===== config.mk =====
export PLATFORM = sky130hd
export DESIGN_NAME = sdu_core
export DESIGN_NICKNAME = d
export VERILOG_FILES = /design/src/rtl/sdu_core.v /design/src/rtl/sdu_div.v
export VERILOG_INCLUDE_DIRS = /design/src /design/src/inc
export SDC_FILE = /design/constraint.sdc
export NUM_CORES = 1
export LEC_CHECK = 0
export ABC_CLOCK_PERIOD_IN_PS = 8300
export BUFFER_PORTS_ARGS = -buffer_cell sky130_fd_sc_hd__buf_2
export CORE_ASPECT_RATIO = 1.75
export CORE_UTILIZATION = 60
export CTS_BUF_LIST = sky130_fd_sc_hd__clkbuf_4 sky130_fd_sc_hd__clkbuf_8
export DETAILED_ROUTE_END_ITERATION = 16
export GPL_TIMING_DRIVEN = 0
export HOLD_SLACK_MARGIN = 0.02
export PLACE_DENSITY = 0.92
export SLEW_MARGIN = 10
export SYNTH_ARGS = -nofsm -noshare
export SYNTH_HDL_FRONTEND = slang
export SYNTH_HIERARCHICAL = 1
export SYNTH_SLANG_ARGS = --single-unit

===== constraint.sdc =====
create_clock -name CLK -period 8.3 [get_ports CLK]
set_input_delay 1.66 -clock CLK [delete_from_list [all_inputs] [get_ports CLK]]
set_output_delay 1.66 -clock CLK [all_outputs]
set_load 0.03 [all_outputs]

===== src/inc/sdu_regs.vh =====
// constants shared by the shift and divide unit
`ifndef SDU_REGS_VH
`define SDU_REGS_VH

// operation select codes
`define SDU_OP_SINGLE 2'h0
`define SDU_OP_PAIR 2'h1
`define SDU_OP_DIV 2'h2

// shift count field of the source operand
`define SDU_CNT_MSB 5
`define SDU_CNT_ZERO 6'h00

// division step count and quotient limits
`define SDU_DIV_STEPS 6'h20
`define SDU_QPOS_MAX 32'h00007FFF
`define SDU_QNEG_MAX 32'h00008000

// reset values
`define SDU_RST_DATA 16'h0000
`define SDU_RST_IDX 3'h0

`endif


===== src/rtl/sdu_core.v =====
// shift and divide unit: single shift, pair shift and signed divide
`timescale 1ns/1ps
`include "sdu_regs.vh"

module sdu_core (
    input wire CLK,
    input wire SYS_RST,
    input wire CE,
    input wire START,
    input wire [1:0] OPCODE,
    input wire [2:0] REG_SEL,
    input wire [15:0] SRC,
    input wire [15:0] REG_HI,
    input wire [15:0] REG_LO,
    output reg BUSY,
    output reg DONE,
    output reg WR_HI,
    output reg [2:0] HI_IDX,
    output reg [15:0] HI_DATA,
    output reg WR_LO,
    output reg [2:0] LO_IDX,
    output reg [15:0] LO_DATA,
    output reg FLAG_N,
    output reg FLAG_Z,
    output reg FLAG_V,
    output reg FLAG_C
);
    localparam [3:0] ST_IDLE = 4'h1;
    localparam [3:0] ST_SHIFT = 4'h2;
    localparam [3:0] ST_DIV = 4'h4;
    localparam [3:0] ST_FIN = 4'h8;

    reg [3:0] state;
    reg [3:0] next_state;
    reg [31:0] acc;
    reg [5:0] cnt;
    reg go_right;
    reg is_pair;
    reg is_rot;
    reg is_div;
    reg sv;
    reg sc;
    reg abort;
    reg zdiv;
    reg [2:0] sel;
    reg q_neg;
    reg r_neg;

    wire take = START & (state == ST_IDLE);
    wire [5:0] raw_cnt = SRC[`SDU_CNT_MSB:0];
    // two's complement of the field gives the right-shift distance; -32 maps to 6'h20
    wire [5:0] mag_cnt = raw_cnt[`SDU_CNT_MSB] ? (~raw_cnt + 6'h01) : raw_cnt;
    wire op_pair = (OPCODE == `SDU_OP_PAIR);
    wire op_div = (OPCODE == `SDU_OP_DIV);
    wire [31:0] dvd = {REG_HI, REG_LO};
    wire [15:0] dsr_mag = SRC[15] ? (~SRC + 16'h0001) : SRC;
    wire [31:0] dvd_mag = dvd[31] ? (~dvd + 32'h00000001) : dvd;
    wire div_start = take & op_div & (SRC != 16'h0000);
    wire div_done;
    wire [31:0] q_mag;
    wire [15:0] r_mag;

    sdu_div u_div (
        .clk(CLK),
        .rst(SYS_RST),
        .ce(CE),
        .start(div_start),
        .dividend(dvd_mag),
        .divisor(dsr_mag),
        .done(div_done),
        .quotient(q_mag),
        .remainder(r_mag)
    );

    // quotient must fit a signed 16-bit word, one more step allowed when negative
    wire q_ovf = q_neg ? (q_mag > `SDU_QNEG_MAX) : (q_mag > `SDU_QPOS_MAX);
    wire [31:0] q_signed = q_neg ? (~q_mag + 32'h00000001) : q_mag;
    wire [15:0] r_signed = r_neg ? (~r_mag + 16'h0001) : r_mag;
    wire bottom = (is_pair & ~is_rot) ? acc[0] : acc[16];
    wire [15:0] res_hi = acc[31:16];
    wire res_zero = is_pair & ~is_rot ? (acc == 32'h00000000) : (res_hi == 16'h0000);

    always @* begin
        next_state = state;
        case (state)
            ST_IDLE: begin
                if (START) begin
                    if (op_div)
                        next_state = (SRC == 16'h0000) ? ST_FIN : ST_DIV;
                    else
                        next_state = (mag_cnt == `SDU_CNT_ZERO) ? ST_FIN : ST_SHIFT;
                end
            end
            ST_SHIFT: begin
                if (cnt == 6'h01)
                    next_state = ST_FIN;
            end
            ST_DIV: begin
                if (div_done)
                    next_state = ST_FIN;
            end
            ST_FIN: begin
                next_state = ST_IDLE;
            end
            default: begin
                next_state = ST_IDLE;
            end
        endcase
    end

    // operand capture and the shift datapath
    always @(posedge CLK) begin
        if (SYS_RST) begin
            state <= ST_IDLE;
            acc <= 32'h00000000;
            cnt <= `SDU_CNT_ZERO;
            go_right <= 1'b0;
            is_pair <= 1'b0;
            is_rot <= 1'b0;
            is_div <= 1'b0;
            sv <= 1'b0;
            sc <= 1'b0;
            zdiv <= 1'b0;
            sel <= `SDU_RST_IDX;
            q_neg <= 1'b0;
            r_neg <= 1'b0;
        end else if (CE) begin
            state <= next_state;
            if (take) begin
                // the single register sits in the upper half so bit 31 is its sign
                acc <= op_pair ? {REG_HI, REG_LO} : {REG_HI, 16'h0000};
                cnt <= mag_cnt;
                go_right <= raw_cnt[`SDU_CNT_MSB];
                is_pair <= op_pair;
                is_rot <= op_pair & REG_SEL[0] & raw_cnt[`SDU_CNT_MSB];
                is_div <= op_div;
                sv <= 1'b0;
                sc <= 1'b0;
                zdiv <= op_div & (SRC == 16'h0000);
                sel <= REG_SEL;
                q_neg <= dvd[31] ^ SRC[15];
                r_neg <= dvd[31];
            end else if (state == ST_SHIFT) begin
                cnt <= cnt - 6'h01;
                if (go_right) begin
                    sc <= bottom;
                    if (is_rot) begin
                        acc[31:16] <= {acc[16], acc[31:17]};
                        sv <= sv | (acc[16] ^ acc[31]);
                    end else begin
                        acc <= {acc[31], acc[31:1]};
                    end
                end else begin
                    sc <= acc[31];
                    acc <= {acc[30:0], 1'b0};
                    sv <= sv | (acc[31] ^ acc[30]);
                end
            end
        end
    end

    // results and flags are registered once at the finish state
    always @(posedge CLK) begin
        if (SYS_RST) begin
            BUSY <= 1'b0;
            DONE <= 1'b0;
            WR_HI <= 1'b0;
            WR_LO <= 1'b0;
            HI_IDX <= `SDU_RST_IDX;
            LO_IDX <= `SDU_RST_IDX;
            HI_DATA <= `SDU_RST_DATA;
            LO_DATA <= `SDU_RST_DATA;
            FLAG_N <= 1'b0;
            FLAG_Z <= 1'b0;
            FLAG_V <= 1'b0;
            FLAG_C <= 1'b0;
            abort <= 1'b0;
        end else if (CE) begin
            DONE <= 1'b0;
            WR_HI <= 1'b0;
            WR_LO <= 1'b0;
            if (take)
                BUSY <= 1'b1;
            if (state == ST_DIV && div_done)
                abort <= q_ovf;
            if (state == ST_FIN) begin
                BUSY <= 1'b0;
                DONE <= 1'b1;
                HI_IDX <= sel;
                LO_IDX <= sel | 3'h1;
                if (is_div) begin
                    FLAG_C <= zdiv;
                    if (zdiv | abort) begin
                        // aborted divide leaves both registers untouched
                        FLAG_V <= 1'b1;
                        FLAG_N <= 1'b0;
                        FLAG_Z <= 1'b0;
                    end else begin
                        WR_HI <= 1'b1;
                        WR_LO <= 1'b1;
                        HI_DATA <= q_signed[15:0];
                        LO_DATA <= r_signed;
                        FLAG_V <= 1'b0;
                        FLAG_N <= q_signed[15];
                        FLAG_Z <= (q_signed[15:0] == 16'h0000);
                    end
                end else begin
                    WR_HI <= 1'b1;
                    // an odd pair names one register, so only the upper half is stored
                    WR_LO <= is_pair & ~sel[0];
                    HI_DATA <= res_hi;
                    LO_DATA <= acc[15:0];
                    FLAG_N <= acc[31];
                    FLAG_Z <= res_zero;
                    FLAG_V <= sv;
                    FLAG_C <= sc;
                end
            end
        end
    end
endmodule


===== src/rtl/sdu_div.v =====
// unsigned 32 by 16 restoring divider, one quotient bit per cycle
`timescale 1ns/1ps
`include "sdu_regs.vh"

module sdu_div (
    input wire clk,
    input wire rst,
    input wire ce,
    input wire start,
    input wire [31:0] dividend,
    input wire [15:0] divisor,
    output reg done,
    output wire [31:0] quotient,
    output wire [15:0] remainder
);
    reg [31:0] work;
    reg [15:0] rem;
    reg [15:0] dsr;
    reg [5:0] cnt;
    wire [16:0] trial = {rem, work[31]};
    wire fits = trial >= {1'b0, dsr};
    wire [16:0] diff = trial - {1'b0, dsr};

    assign quotient = work;
    assign remainder = rem;

    always @(posedge clk) begin
        if (rst) begin
            work <= 32'h00000000;
            rem <= `SDU_RST_DATA;
            dsr <= `SDU_RST_DATA;
            cnt <= `SDU_CNT_ZERO;
            done <= 1'b0;
        end else if (ce) begin
            if (start) begin
                work <= dividend;
                rem <= `SDU_RST_DATA;
                dsr <= divisor;
                cnt <= `SDU_DIV_STEPS;
                done <= 1'b0;
            end else if (cnt != `SDU_CNT_ZERO) begin
                // the quotient bit enters where the dividend bit left
                work <= {work[30:0], fits};
                rem <= fits ? diff[15:0] : trial[15:0];
                cnt <= cnt - 6'h01;
                done <= (cnt == 6'h01);
            end else begin
                done <= 1'b0;
            end
        end
    end
endmodule


==> reports/metrics.yaml <==
place_hpwl_um: 26300
p_leak_nw: 4.30
max_clock_freq_ghz: 0.196
wl_um: 35800
coreArea_sq_um: 16900
path_class: "in -> reg"
ir_drop_uv: 308
grt_max_degree: 17
fill_cells: 1416
status: "finished clean"
maxCapViolCount: 0
ys.flop_type: "dfxtp_1"
p_int_mw: 1.59
synth_fp_nets: 1393
avgSynthCellArea_sq_um: 7.89
initial_core_util: 0.613
die_x_um: 101
grtUsageTotal: 0.411
synth_area_sq_um: 10300
post-route-period-util: 0.616
cp.required_ns: 8.64
post_drt_via_cell_ratio: 6.66
antenna_left: 0
wl_met3_um: 3290
grt_pass1_vias: 10700
yosys_warnings: 6
wire_per_inst_um: 21.5
syn2layout_area_growth_pct: 11.5
end_kind: "flip-flop"
postSynthRegisterBits: 170
nets: 1513
postSynth.asyncResetShare: 0
worst_setup_path_start_kind: "input port"
final_util: 0.683
powerDensity_nw_per_um2: 238
met1_length_um: 11500
crit_arrival_ns: 5.45
finalPower_mw: 2.74
cts_max_level: 4
p_comb_frac: 0.427
die_height_um: 176
timing.setup.tns_ns: 0
highest_layer: "met4"
met2RoutedLength_um: 17100
hold_viol_final: 0
cts_tree: "done"
dieArea_sq_um: 17800
worstMarginPinSlew_ns: 0.899
clk_latency_ns: 0.49
cp_max_fo: 9
power_frac_seq: 0.350
drt_pass1_iterations: 9
synth-edff-count: 0
vias: 11100
p_sw_mw: 1.15
p_sw_frac: 0.420
cts.clk_slew.worst_paths_ns: 0.10
p_clk_frac: 0.223
synthDistinctLibCells: 85
grt_pass1_wl_um: 55100
cts_made_buffers: 17
overflow: 0
drcViolationCount: 0
final-setup-viol-count: 0
antenna_found_initial: 0
postSynthCellCount: 1309
maxSlewHeadroom: 0.396
final_layout_size_suffix_gt1_frac: 0.121
cts-root-buf: "clkbuf_8"
io_buffer_count: 101
place_congestion: 1.00
drt_iter0_markers: 1219
finalMaxSlewViolations: 0
postCtsSetupBuffers: 0
cts.repair.resized: 0
n_antenna_cell: 0
ctsHoldBuffers: 0
max_stage_delay_ns: 0.62
cts_sinks: 170
ys_seq_area_frac: 0.329
path_common_cell: "buf_2"
cp_slowest_cell: "nor2_1"
rsz0062_at_grt: "no"
ios: 103
rows: 63
cts_buffer_depth: 2
min_path_type: "reg -> reg"
crit_chain: "buf_2 > inv_1 > ha_1 > or4b_1 > or3_1 > o41ai_2 > nor2_1 > buf_2 > and2_1 > buf_2 > nor2_1 > nor2b_1 > nor3b_1 > xnor2_1 > nor3_1"
fin_skew_ns: 0.0164
min_period_ns: 5.11
path summary, 6_finish.rpt:
kind,from,endpoint,slack [ns],cells after the start
setup reg to reg,state[0],u_div/cnt[4],4.20,14
hold / removal,HI_DATA[5],HI_DATA[5],0.46,2
hold reg to reg,HI_DATA[5],HI_DATA[5],0.46,2
setup / recovery,SRC[0],u_div/cnt[4],3.19,15
through the flow:
stage / hold WS (ns) / instances / cell area [sq um] / setup WS [ns]
2_1_floorplan: 0.436 / 1309 / 10300 / 3.86
3_3_place_gp: 0.441 / 1637 / 11100 / 2.89
3_5_place_dp: 0.445 / 1637 / 11100 / 2.83
4_1_cts: 0.459 / 1669 / 11500 / 3.29
5_1_grt: 0.485 / 1669 / 11500 / 3.08
6_report: 0.460 / 1669 / 11500 / 3.19
kinds of logic after synthesis:
family / Yosys count / share of synthesized area
buffers and inverters: 135 / 0.0517
DFF: 170 / 0.329
and+or+nand+nor: 449 / 0.203
adders and majority gates: 27 / 0.0334
xor gates and xnor gates: 91 / 0.0771
muxes: 55 / 0.0535
AOI/OAI and AO/OA: 382 / 0.252
cells in the mapped netlist (8+ instances only):
master	number	area, sq um
a21o_1	9	67.6
nand2_1	127	477
a21oi_1	141	706
ha_1	26	325
nand3_1	12	60.1
o21ai_0	34	170
a211oi_1	61	458
dfxtp_1	170	3400
inv_1	42	158
nand2b_1	13	81.3
nor2_1	179	672
nor3_1	21	105
xor2_1	24	210
or4_1	8	60.1
nor2b_1	10	62.6
nor4_1	24	150
mux2i_1	53	531
a31oi_1	12	75.1
or3_1	13	81.3
a222oi_1	30	300
o21ai_1	17	85.1
xnor2_1	67	587
o31ai_1	14	105
clkbuf_1	77	289
sequential cells by signal, indices dropped and copies added, names as in the netlist, 3 cells and up:
| name | cells |
|---|---|
| u_div/remainder | 16 |
| u_div/quotient | 32 |
| HI_DATA | 16 |
| cnt | 6 |
| state | 4 |
| HI_IDX | 3 |
| u_div/dsr | 16 |
| sel | 3 |
| LO_DATA | 16 |
| acc | 32 |
| u_div/cnt | 6 |
final cells by class:
type / instances / area (sq um) / area share
Multi-Input combinational cell: 1004 / 6400 / 0.555
Sequential cell: 170 / 3400 / 0.295
Timing Repair Buffer: 101 / 505 / 0.0439
Buffer: 93 / 377 / 0.0327
Tap cell: 227 / 284 / 0.0246
Clock buffer: 20 / 269 / 0.0233
Inverter: 42 / 158 / 0.0137
Clock inverter: 12 / 133 / 0.0115
power groups by stage:
stage	Combinational (mW)	Clock [mW]	Sequential, mW
floorplan	0.854	0	0.946
global placement	1.08	0	0.970
detailed placement	1.11	0	0.973
CTS	1.12	0.602	0.954
global route	1.25	0.634	0.966
finish	1.17	0.610	0.959
per-layer routing:
layer | vias to the layer above | GRT usage
met2 | 725 | 0.676
met5 | - | 0
li1 | 4973 | -
met3 | 275 | 0.103
met4 | 0 | 0.391
met1 | 5150 | 0.415
cell usage in the layout (no fill, tap or decap), drive strengths merged, types with 6 or more instances in the layout:
master | synthesis | layout
or3 | 14 | 14
a21oi | 142 | 142
a21o | 9 | 9
nor4 | 26 | 26
nand2b | 14 | 14
nand2 | 127 | 127
nor2b | 10 | 10
xnor2 | 67 | 67
nor3 | 22 | 22
nor2 | 179 | 179
or2 | 8 | 8
buf | 16 | 117
inv | 42 | 47
a222oi | 30 | 30
o41ai | 12 | 12
nand3 | 12 | 12
clkbuf | 77 | 97
o21ai | 52 | 52
a31o | 6 | 6
a31oi | 13 | 13
xor2 | 24 | 24
o31ai | 16 | 16
ha | 26 | 26
mux2i | 53 | 53
or4 | 9 | 9
a211oi | 62 | 62
dfxtp | 170 | 170
worst max-delay path: cells and delay by family:
family                     cells  cell delay [ns]
adders and majority gates      1             0.21
AOI/OAI and AO/OA              1             0.55
xor gates and xnor gates       1             0.15
and+or+nand+nor                8             2.28
buffers and inverters          4             0.61
(Power assumes the default switching activity.)
